[config.mk]
export PLATFORM = sky130hd
export DESIGN_NAME = sesc_cmd
export DESIGN_NICKNAME = d
export VERILOG_FILES = /design/src/hw/sesc_pkg.sv /design/src/hw/sesc_cmd.sv /design/src/hw/sesc_rsp_ser.sv
export SDC_FILE = /design/constraint.sdc
export NUM_CORES = 1
export LEC_CHECK = 0
export BUFFER_PORTS_ARGS = -buffer_cell sky130_fd_sc_hd__buf_2
export CAP_MARGIN = 20
export CELL_PAD_IN_SITES_DETAIL_PLACEMENT = 1
export CELL_PAD_IN_SITES_GLOBAL_PLACEMENT = 1
export CORE_MARGIN = 2
export CORE_UTILIZATION = 49
export DETAILED_ROUTE_END_ITERATION = 16
export HOLD_SLACK_MARGIN = 0.03
export PLACE_DENSITY_LB_ADDON = 0.1
export SLEW_MARGIN = 5
export SYNTH_ARGS = -nofsm -noshare
export SYNTH_HDL_FRONTEND = slang
export SYNTH_HIERARCHICAL = 1
export SYNTH_SLANG_ARGS = --single-unit
export TNS_END_PERCENT = 5
[constraint.sdc]
create_clock -name ref_clk -period 3.8 [get_ports ref_clk]
set_clock_uncertainty 0.15 [all_clocks]
set_input_delay 0.57 -clock ref_clk [delete_from_list [all_inputs] [get_ports ref_clk]]
set_output_delay 0.57 -clock ref_clk [all_outputs]
set_load 0.05 [all_outputs]
[src/hw/sesc_pkg.sv]
// Shared constants and types for the service enable state command block
package sesc_pkg;

	// Request and response framing
	localparam logic [7:0] EXT_ID        = 8'h02;
	localparam int         REQ_LEN       = 6;
	localparam int         RSP_LEN       = 6;
	localparam int         MAX_SVC       = 32;
	localparam int         OP_MSB        = 7;
	localparam int         OP_LSB        = 6;

	// Byte positions within the request and response (zero based)
	localparam logic [2:0] IDX_EXT_ID    = 3'h0;
	localparam logic [2:0] IDX_OP        = 3'h1;
	localparam logic [2:0] IDX_MASK0     = 3'h2;
	localparam logic [2:0] IDX_MASK3     = 3'h5;
	localparam logic [2:0] IDX_FULL      = 3'h6;
	localparam logic [2:0] RSP_LAST_IDX  = 3'h5;

	// Operation codes
	localparam logic [1:0] OP_ENABLE     = 2'h0;
	localparam logic [1:0] OP_DISABLE    = 2'h1;

	// Completion codes
	localparam logic [7:0] CC_OK         = 8'h00;
	localparam logic [7:0] CC_BAD_FIELD  = 8'hCC;
	localparam logic [7:0] CC_BAD_LEN    = 8'hC7;

	// Byte stream carrier, used for request and response alike
	typedef struct packed {
		logic       valid;
		logic [7:0] data;
		logic       last;
	} sesc_byte_t;

	typedef enum logic [1:0] {
		ST_RECEIVE = 2'b00,
		ST_EXECUTE = 2'b01,
		ST_RESPOND = 2'b10
	} sesc_state_t;

	typedef struct packed {
		sesc_state_t st;
		logic [2:0]  cnt;
		logic        lenErr;
		logic [7:0]  extId;
		logic [7:0]  opByte;
		logic [31:0] mask;
		logic [31:0] enable;
		logic        start;
		logic [47:0] payload;
	} sesc_core_t;

	typedef struct packed {
		logic        active;
		logic [2:0]  idx;
		logic [47:0] shifter;
	} sesc_ser_t;

endpackage

[src/hw/sesc_cmd.sv]
// Set service enable state command interpreter with service gating
`timescale 1ns/10ps
module sesc_cmd import sesc_pkg::*; #(
	parameter int          NUM_SVC      = 32,
	parameter logic [31:0] RESET_ENABLE = 32'hFFFFFFFF
) (
	// Clock and reset
	input  wire logic              ref_clk,
	input  wire logic              reset_n,
	// Request stream
	input  wire sesc_byte_t        req,
	output      logic              reqReady,
	// Response stream
	output      sesc_byte_t        rsp,
	input  wire logic              rspReady,
	// Service gating
	input  wire logic [NUM_SVC-1:0] userAccess,
	output      logic [NUM_SVC-1:0] svcEnabled,
	output      logic [NUM_SVC-1:0] svcRun
);

	// Refuse sizes that the 32 bit maps and fixed frames cannot serve
	if (NUM_SVC < 1 || NUM_SVC > MAX_SVC) begin : g_bad_num_svc
		$error("NUM_SVC must lie between 1 and 32");
	end
	if (OP_MSB - OP_LSB != 1) begin : g_bad_op_field
		$error("The operation field must be two bits wide");
	end
	if (REQ_LEN != int'(IDX_MASK3) + 1) begin : g_bad_req_len
		$error("Request length must end on the last mask byte");
	end
	if (RSP_LEN != int'(RSP_LAST_IDX) + 1) begin : g_bad_rsp_len
		$error("Response length must end on the last sent byte");
	end

	// Bits of the 32 bit maps that stand for implemented services
	function automatic logic [31:0] implMask();
		logic [31:0] m;
		m = '0;
		for (int i = 0; i < MAX_SVC; i++) begin
			if (i < NUM_SVC) begin
				m[i] = 1'b1;
			end
		end
		return m;
	endfunction

	// New enable state for a given operation, or the old one when refused
	function automatic logic [31:0] applyOp(logic [31:0] cur,
	                                        logic [31:0] sel,
	                                        logic [1:0]  op);
		logic [31:0] res;
		res = cur;
		case (op)
			OP_ENABLE:  res = cur | sel;
			OP_DISABLE: res = cur & ~sel;
			default:    res = cur;
		endcase
		return res;
	endfunction

	// Only enable and disable are defined operations
	function automatic logic opKnown(logic [1:0] op);
		return (op == OP_ENABLE) || (op == OP_DISABLE);
	endfunction

	// Completion code: a bad length outranks a bad id, which outranks
	// an undefined operation; every fault leaves the state alone
	function automatic logic [7:0] completion(logic       lenErr,
	                                          logic [7:0] extId,
	                                          logic [1:0] op);
		logic [7:0] cc;
		cc = CC_OK;
		if (lenErr) begin
			cc = CC_BAD_LEN;
		end else if (extId != EXT_ID) begin
			cc = CC_BAD_FIELD;
		end else if (!opKnown(op)) begin
			cc = CC_BAD_FIELD;
		end
		return cc;
	endfunction

	// Files one request byte by its position; any byte past the sixth
	// only marks the frame as too long
	function automatic sesc_core_t storeReqByte(sesc_core_t c,
	                                            logic [7:0] d);
		sesc_core_t r;
		r = c;
		case (c.cnt)
			IDX_EXT_ID:       r.extId       = d;
			IDX_OP:           r.opByte      = d;
			// Mask gathered least significant byte first
			IDX_MASK0:        r.mask[7:0]   = d;
			IDX_MASK0 + 3'h1: r.mask[15:8]  = d;
			IDX_MASK3 - 3'h1: r.mask[23:16] = d;
			IDX_MASK3:        r.mask[31:24] = d;
			default:          r.lenErr      = 1'b1;
		endcase
		// The position saturates so that a long frame cannot wrap round
		if (c.cnt != IDX_FULL) begin
			r.cnt = c.cnt + 3'h1;
		end
		return r;
	endfunction

	// Answer frame, first byte in the low bits: completion code, echoed
	// id, then the resulting state of present services
	function automatic logic [47:0] respFrame(logic [31:0] state,
	                                          logic [7:0]  cc);
		return {state & implMask(), EXT_ID, cc};
	endfunction

	// Forgets the finished request, so a short one that follows sees zeros
	function automatic sesc_core_t clearReq(sesc_core_t c);
		sesc_core_t r;
		r        = c;
		r.st     = ST_RECEIVE;
		r.cnt    = 3'h0;
		r.lenErr = 1'b0;
		r.extId  = 8'h00;
		r.opByte = 8'h00;
		r.mask   = '0;
		return r;
	endfunction

	// Control state and its next value
	sesc_core_t  coreReg;
	sesc_core_t  coreNext;

	// Handshakes and the decoded request
	logic        serDone;
	logic        accept;
	logic [1:0]  opCode;
	logic [7:0]  ccode;
	logic [31:0] newState;

	// Bytes are taken only while a request is being gathered
	assign reqReady = (coreReg.st == ST_RECEIVE);
	assign accept   = req.valid & reqReady;
	assign opCode   = coreReg.opByte[OP_MSB:OP_LSB];
	assign ccode    = completion(coreReg.lenErr, coreReg.extId, opCode);

	// Refused requests keep the old state
	always_comb begin
		newState = coreReg.enable;
		if (ccode == CC_OK) begin
			newState = applyOp(coreReg.enable,
			                   coreReg.mask & implMask(), opCode);
		end
	end

	// Receive gathers the frame, execute applies the operation exactly
	// once, respond waits for the serializer to hand over the last byte;
	// only then is the next request taken
	always_comb begin
		coreNext       = coreReg;
		coreNext.start = 1'b0;
		case (coreReg.st)
			ST_RECEIVE: begin
				if (accept) begin
					coreNext = storeReqByte(coreNext, req.data);
					if (req.last) begin
						if (coreReg.cnt != IDX_MASK3) begin
							coreNext.lenErr = 1'b1;
						end
						coreNext.st = ST_EXECUTE;
					end
				end
			end
			ST_EXECUTE: begin
				coreNext.enable  = newState;
				// Completion code, echo id, then resulting state LSB first
				coreNext.payload = respFrame(newState, ccode);
				coreNext.start   = 1'b1;
				coreNext.st      = ST_RESPOND;
			end
			ST_RESPOND: begin
				if (serDone) begin
					coreNext = clearReq(coreNext);
				end
			end
			default: coreNext.st = ST_RECEIVE;
		endcase
	end

	// Reset loads the configured enable state and an idle receiver
	always_ff @(posedge ref_clk or negedge reset_n) begin
		if (!reset_n) begin
			coreReg        <= '0;
			coreReg.st     <= ST_RECEIVE;
			coreReg.enable <= RESET_ENABLE;
		end else begin
			coreReg <= coreNext;
		end
	end

	// Sends the six answer bytes, one per taken handshake
	sesc_rsp_ser u_ser (
		.ref_clk  (ref_clk),
		.reset_n  (reset_n),
		.start    (coreReg.start),
		.payload  (coreReg.payload),
		.done     (serDone),
		.rsp      (rsp),
		.rspReady (rspReady)
	);

	// Disabled services are held off; enabled ones obey user access
	assign svcEnabled = coreReg.enable[NUM_SVC-1:0];
	assign svcRun     = coreReg.enable[NUM_SVC-1:0] & userAccess;

endmodule

[src/hw/sesc_rsp_ser.sv]
// Response serializer: sends a six byte answer, first byte in the low bits
`timescale 1ns/10ps
module sesc_rsp_ser import sesc_pkg::*; (
	// Clock and reset
	input  wire logic        ref_clk,
	input  wire logic        reset_n,
	// Load side
	input  wire logic        start,
	input  wire logic [47:0] payload,
	output      logic        done,
	// Response stream
	output      sesc_byte_t  rsp,
	input  wire logic        rspReady
);

	sesc_ser_t serReg;
	sesc_ser_t serNext;
	logic      take;

	assign take = serReg.active & rspReady;
	assign done = take & (serReg.idx == RSP_LAST_IDX);

	always_comb begin
		serNext = serReg;
		if (start && !serReg.active) begin
			serNext.active  = 1'b1;
			serNext.idx     = 3'h0;
			serNext.shifter = payload;
		end else if (take) begin
			serNext.shifter = {8'h00, serReg.shifter[47:8]};
			serNext.idx     = serReg.idx + 3'h1;
			if (serReg.idx == RSP_LAST_IDX) begin
				serNext.active = 1'b0;
			end
		end
	end

	always_ff @(posedge ref_clk or negedge reset_n) begin
		if (!reset_n) begin
			serReg <= '0;
		end else begin
			serReg <= serNext;
		end
	end

	assign rsp.valid = serReg.active;
	assign rsp.data  = serReg.shifter[7:0];
	assign rsp.last  = serReg.active & (serReg.idx == RSP_LAST_IDX);

endmodule

**Yosys cells after proc, flatten, opt, wreduce, memory -nomap -nowiden**

Index checks and enable logic that the tools add are counted.
Widths: inputs -> output; s select.

- Output and inout bits: 75
- Word-level logic and storage cells: 95
- Flip-flop bits (word level): 187

- Reductions and logical operators: 22
- Bitwise operators: 10
- Mux-type cells: 24
- Equal/unequal tests: 22
- Add/subtract/negate cells: 2

Operator list:

| cell | count |
|---|---|
| $mux 135 | 2 |
| $pmux 81 s3 | 1 |
| $mux 52 | 2 |
| $pmux 52 s2 | 1 |
| $mux 8 | 9 |
| $and 32x32->32 | 2 |
| $pmux 32 s2 | 1 |
| $mux 32 | 1 |
| $not 32->32 | 1 |
| $or 32x32->32 | 1 |
| $reduce_and 4->1 | 7 |
| $ne 2x1->1 const B | 8 |
| $eq 3x3->1 const B | 3 |
| $reduce_and 3->1 | 3 |
| $logic_not 8->1 | 1 |
| $ne 8x2->1 const B | 1 |
| $add 3x1->3 const B | 2 |
| $eq 3x2->1 const B | 2 |
| $ne 3x3->1 const B | 2 |
| $pmux 2 s3 | 1 |
| $reduce_bool 2->1 | 3 |
| $reduce_or 6->1 | 1 |
| $and 1x1->1 | 4 |
| $eq 2x1->1 const B | 2 |
| other kinds (13) | 19 |

**Logic depth before layout (Yosys ltp)**

- Depth after elaboration: 8
- Gate-level depth with buffers: 8
- Mapped depth without buffers: 7

**Modules after synthesis**

The synthesis kept the hierarchy.

By module, submodules not included:

| module | cells an instance | area an instance (µm²) | times used | seq. area each (µm²) |
|---|---|---|---|---|
| sesc_cmd | 590 | 5796.8 | 1 | 2967.8 |
| sesc_rsp_ser | 240 | 3009.1 | 1 | 1301.2 |

**Worst setup path before layout**

Ideal clock, no wire load.

- Kind: input-to-reg
- Start point: input port rspReady
- End point: register coreReg[130] in the netlist's numbering
- Arrival: 1.720 ns
- Cell stages on the path: 5
- Slack: 1.805 ns
- Buffers on the path: 1
- Required time: 3.525 ns
- Library setup time: 0.125 ns
- Cells stage by stage: buf_4 -> and4_1 -> nand2_1 -> a21oi_1 -> mux2_2

- Longest elaborated chain between the ends: 4

RTL lines:

| element | line | RTL |
|---|---|---|
| start: declaration | sesc_cmd.sv:15 | `input wire logic rspReady,` |
| $and 1x1->1 | sesc_rsp_ser.sv:20 | `assign take = serReg.active & rspReady;` |
| $and 1x1->1 | sesc_rsp_ser.sv:21 | `assign done = take & (serReg.idx == RSP_LAST_IDX);` |
| via serDone | sesc_cmd.sv:132 | `logic serDone;` |
| $ne 2x2->1 (no source line) | - |  |
| $reduce_and 4->1 (no source line) | - |  |
| end signal: assignment | sesc_cmd.sv:194 | `coreReg <= coreNext;` |
| end: declaration | sesc_cmd.sv:128 | `sesc_core_t coreReg;` |

The timed path passes the listed nets, and every way through them passes these cells.
A chain may end at the register's enable or synchronous reset.

**Final worst setup path**

- Start point: register coreReg[120] in the netlist's numbering
- End point: register coreReg[24] in the netlist's numbering

- Longest elaborated chain between the ends: 8
- Elaborated cells between the ends (all ways): 10

RTL lines:

| element | line | RTL |
|---|---|---|
| $eq 2x1->1 or $logic_not 2->1 (tied branches) | sesc_cmd.sv:54, sesc_cmd.sv:64 |  |
| $logic_or 1x1->1 | sesc_cmd.sv:64 | `return (op == OP_ENABLE) \|\| (op == OP_DISABLE);` |
| $mux 8 | sesc_cmd.sv:78 | `end else if (!opKnown(op)) begin` |
| $mux 8 | sesc_cmd.sv:76 | `end else if (extId != EXT_ID) begin` |
| $mux 8 | sesc_cmd.sv:74 | `if (lenErr) begin` |
| $logic_not 8->1 | sesc_cmd.sv:147 | `if (ccode == CC_OK) begin` |
| $mux 32 * | sesc_cmd.sv:147 |  |
| $pmux 81 s3 * | sesc_cmd.sv:159 | `case (coreReg.st)` |

Every way passes the cells marked *; elsewhere a longest branch is shown, timed or not.

==> key figures <==
Logic synthesis
  – Area contributors post-synth: sky130_fd_sc_hd__dfrtp_1 (39%), sky130_fd_sc_hd__mux2i_1 (18%), sky130_fd_sc_hd__dfstp_2 (9.5%)
  – EDFF count, synth: 0
  – Synth cell types: 52
  – Mean area per synthesized cell: approximately 11 um^2
  – Portion of synthesized cell area occupied by the leading cell type: 0.389
  – Most used flip-flop cell after synthesis: sky130_fd_sc_hd__dfrtp_1
  – Ranking of synthesized cells by instance count: sky130_fd_sc_hd__mux2i_1 (159), sky130_fd_sc_hd__dfrtp_1 (137), sky130_fd_sc_hd__nand2_1 (88)
  – Cell with the most instances after synthesis: sky130_fd_sc_hd__mux2i_1
  – Yosys Warn Count: 6
  – Post-synth ARST share: 1.00
  – Register bit total from synthesis: 169
  – Portion of the post-synthesis area used by sequential elements: 0.485
  – Cell accounting for the most synthesized area: sky130_fd_sc_hd__dfrtp_1
  – Post-synthesis instance area: around 0.0088 mm^2
  – Cell count after synthesis: 830

Cells and area
  – Proportion of layout cells with a drive suffix above 1: 0.220
  – Final standard cell utilization of the core: 0.552
  – Signed area change from the synthesized netlist to the final layout: 11.6%
  – Final #Nets: 945
  – Register area: between 0.004 and 0.005 mm^2
  – Number of filler instances in the final layout: about 2000
  – Total non-filler cell area in the finished layout: about 0.01 mm^2
  – Diodes inserted: 0
  – Area of the multi-input gates: between 0.003 and 0.004 mm^2

Setup path
  – Critical path, cell by cell: nor4b_1 -> nand3_1 -> nor3_1 -> a211o_1
  – Buffering stage count on the worst path with inverters included: 0
  – Launching element of the worst setup path: coreReg[120]$_DFFE_PN0P_
  – Critical path data required time: roughly 4000 ps
  – Startpoint of the most critical register-to-register path: coreReg[120]$_DFFE_PN0P_
  – Largest stage delay on the critical path: between 700 and 800 ps
  – FF-to-FF setup slack: between 900 and 1000 ps
  – Max stage delay cell, worst path: sky130_fd_sc_hd__dfrtp_1
  – Number of cells traversed by the worst register-to-register path: 4
  – Reg-to-reg endpoint: coreReg[24]$_DFFE_PN0P_
  – Arrival time at the worst endpoint: approximately 3100 ps
  – Critical path peak fanout: 35
  – Critical path endpoint category: flip-flop
  – Critical Path Start Type: flip-flop
  – Category of cells accounting for the largest share of critical-path delay: simple AND/OR/NAND/NOR gates
  – Start-to-end type of the worst setup path: reg -> reg

STA
  – Final hold violation count: 0
  – Share of the clock period used by the worst path after layout: 0.759
  – Setup Viol. Count Final: 0
  – Max Freq: between 300 and 400 MHz
  – Worst-case headroom to the max-slew limit: 0.275
  – Unrepaired setup endpoints after global routing: false
  – Final count of pins violating max slew: 0
  – Final total negative setup slack: 0 ps
  – Actual slew at the worst max-slew pin: 1090 ps
  – Final min period: ~2900 ps

Power
  – Power Density: between 500 and 600 mW/mm^2
  – Worst VDD drop: around 0.46 mV
  – Leak: 5.22 nW

Floorplan
  – Site Rows: 49
  – Die width: about 140 um
  – Total Die Area: between 0.015 and 0.02 mm^2
  – Initial standard-cell utilization of the core: 0.495
  – Area of the core: 0.0178 mm^2
  – Die Height: 138 um
  – Number of top-level pins: 120

CTS
  – Total number of clock tree sinks: ~170
  – Clock transition at path regs: approximately 60 ps
  – Number of setup buffers added after CTS: 0
  – Number of buffers created by CTS: 17
  – Clk buf depth: 2
  – TritonCTS clock tree: done
  – Depth of the CTS H-tree: 4
  – Master cell of the clock root buffer: sky130_fd_sc_hd__clkbuf_16
  – Insertion delay to the later sink of the worst-skew pair: approximately 430 ps

Drt
  – Initial detailed-routing violation count: 380
  – Number of DRC violations after detailed routing: 0
  – Number of vias per cell after detailed routing: roughly 5.7
  – ANT nets after route: 0
  – Number of vias after detailed routing: between 6000 and 7000
  – Total Wirelength: ~24 mm
  – Number of detailed-routing iterations run before antenna repair: 4
  – Routed wire per std cell: 20.8 um

Global route
  – Pin count of the biggest net entering global routing: between 100 and 150
  – Met1 demand-to-capacity share in global routing: 0.323
  – Busiest metal layer after global routing: met2
  – Antenna violations before repair: 0
  – Wire length of the first global-routing pass: approximately 38 mm
  – Global-route congestion overflow total: 0
  – Global-route met3 utilization: 0.0378
  – Number of global-route vias before repair: 6959
  – Global Route Usage Sum: 0.251
  – Met2 GRT Util: 0.439

Status
  – Result of the run: finished, final reports clean

Hold path
  – Startpoint of the worst hold path: req[0]
  – Hold Crit Endpoint: coreReg[133]$_DFFE_PN0P_
  – Worst hold path class: in -> reg
  – Hold Path Depth: 2

Placement
  – Weighted congestion reported at the end of routability-driven placement: around 0.8
  – Number of port buffers: roughly 120
  – Detailed-placement wirelength estimate: roughly 16 mm
  – Placed standard-cell area: between 0.009 and 0.01 mm^2

Job
  – Max-Cap Viols: 0
## per-stage QoR
| stage | total power [mW] | setup slack, ps | cells | hold WS (ps) |
|---|---|---|---|---|
| floorplan | 3.67 | 1800 | 838 | 124 |
| global placement | 3.98 | 1130 | 1101 | 312 |
| global route | 6.08 | 675 | 1135 | 280 |
| detailed placement | 4.12 | 1020 | 1102 | 323 |
| CTS | 5.83 | 914 | 1135 | 257 |
| finish | 5.79 | 915 | 1135 | 272 |
## power breakdown
group	switching (mW)	internal (mW)
clock	0.703	0.998
sequential	0.337	2.09
combinational	1.03	0.633
total	2.07	3.72
## worst max-delay path by stage
stage	end	slack (ps)	cells after the start
global route	coreReg[24]$_DFFE_PN0P_	680	4
CTS	coreReg[24]$_DFFE_PN0P_	910	4
global placement	coreReg[21]$_DFFE_PN0P_	1130	4
finish	coreReg[24]$_DFFE_PN0P_	920	4
floorplan	coreReg[130]$_DFFE_PN0P_	1800	5
detailed placement	coreReg[21]$_DFFE_PN0P_	1020	4
## layout make-up
cell class,instances,share of cell area
Sequential cell,169,0.435
Multi-Input combinational cell,560,0.399
Timing Repair Buffer,131,0.0740
Clock buffer,24,0.0480
Tap cell,229,0.0292
Clock inverter,8,0.00968
Inverter,14,0.00535
## state kept, by name (all words and copies together) (netlist names)
name and cells:
svcEnabled 32, u_ser/rsp 9, coreReg 85, u_ser/serReg 43
## kinds of logic (layout without fill, tap and decap cells)
kind of cell,count (synthesis),after routing,share of synthesized area
compound gates,129,129,0.0935
mux,161,161,0.183
buf+inv,109,177,0.0739
xor+xnor,1,1,0.000995
flops,169,169,0.485
fa+ha+maj,7,7,0.00995
other cells,1,9,0.000426
simple gates,253,253,0.153
## per-layer routing
layer / routed length (um) / share of wire
met3: 777 / 0.033
met4: 428 / 0.018
met1: 10100 / 0.43
met5: 0 / 0
met2: 12300 / 0.52
## timing repair
action / CTS / global route
endpoints found under the hold margin: 28 / 0
resized for setup: 0 / 0
hold buffers: 1 / 0
## placed cells by master, fill, tap and decap left out, types with 20 or more instances in the layout
cell and instances:
sky130_fd_sc_hd__mux2i_1 159, sky130_fd_sc_hd__nand2b_1 29, sky130_fd_sc_hd__buf_2 118, sky130_fd_sc_hd__dfrtp_1 135, sky130_fd_sc_hd__dfstp_2 32, sky130_fd_sc_hd__o21ai_0 59, sky130_fd_sc_hd__nand3_1 30, sky130_fd_sc_hd__nand2_1 87
sky130_fd_sc_hd__a21o_1 26, sky130_fd_sc_hd__a211o_1 20, sky130_fd_sc_hd__and3_1 21, sky130_fd_sc_hd__and2_1 33
Note: power is estimated with default switching activity, not from simulation.
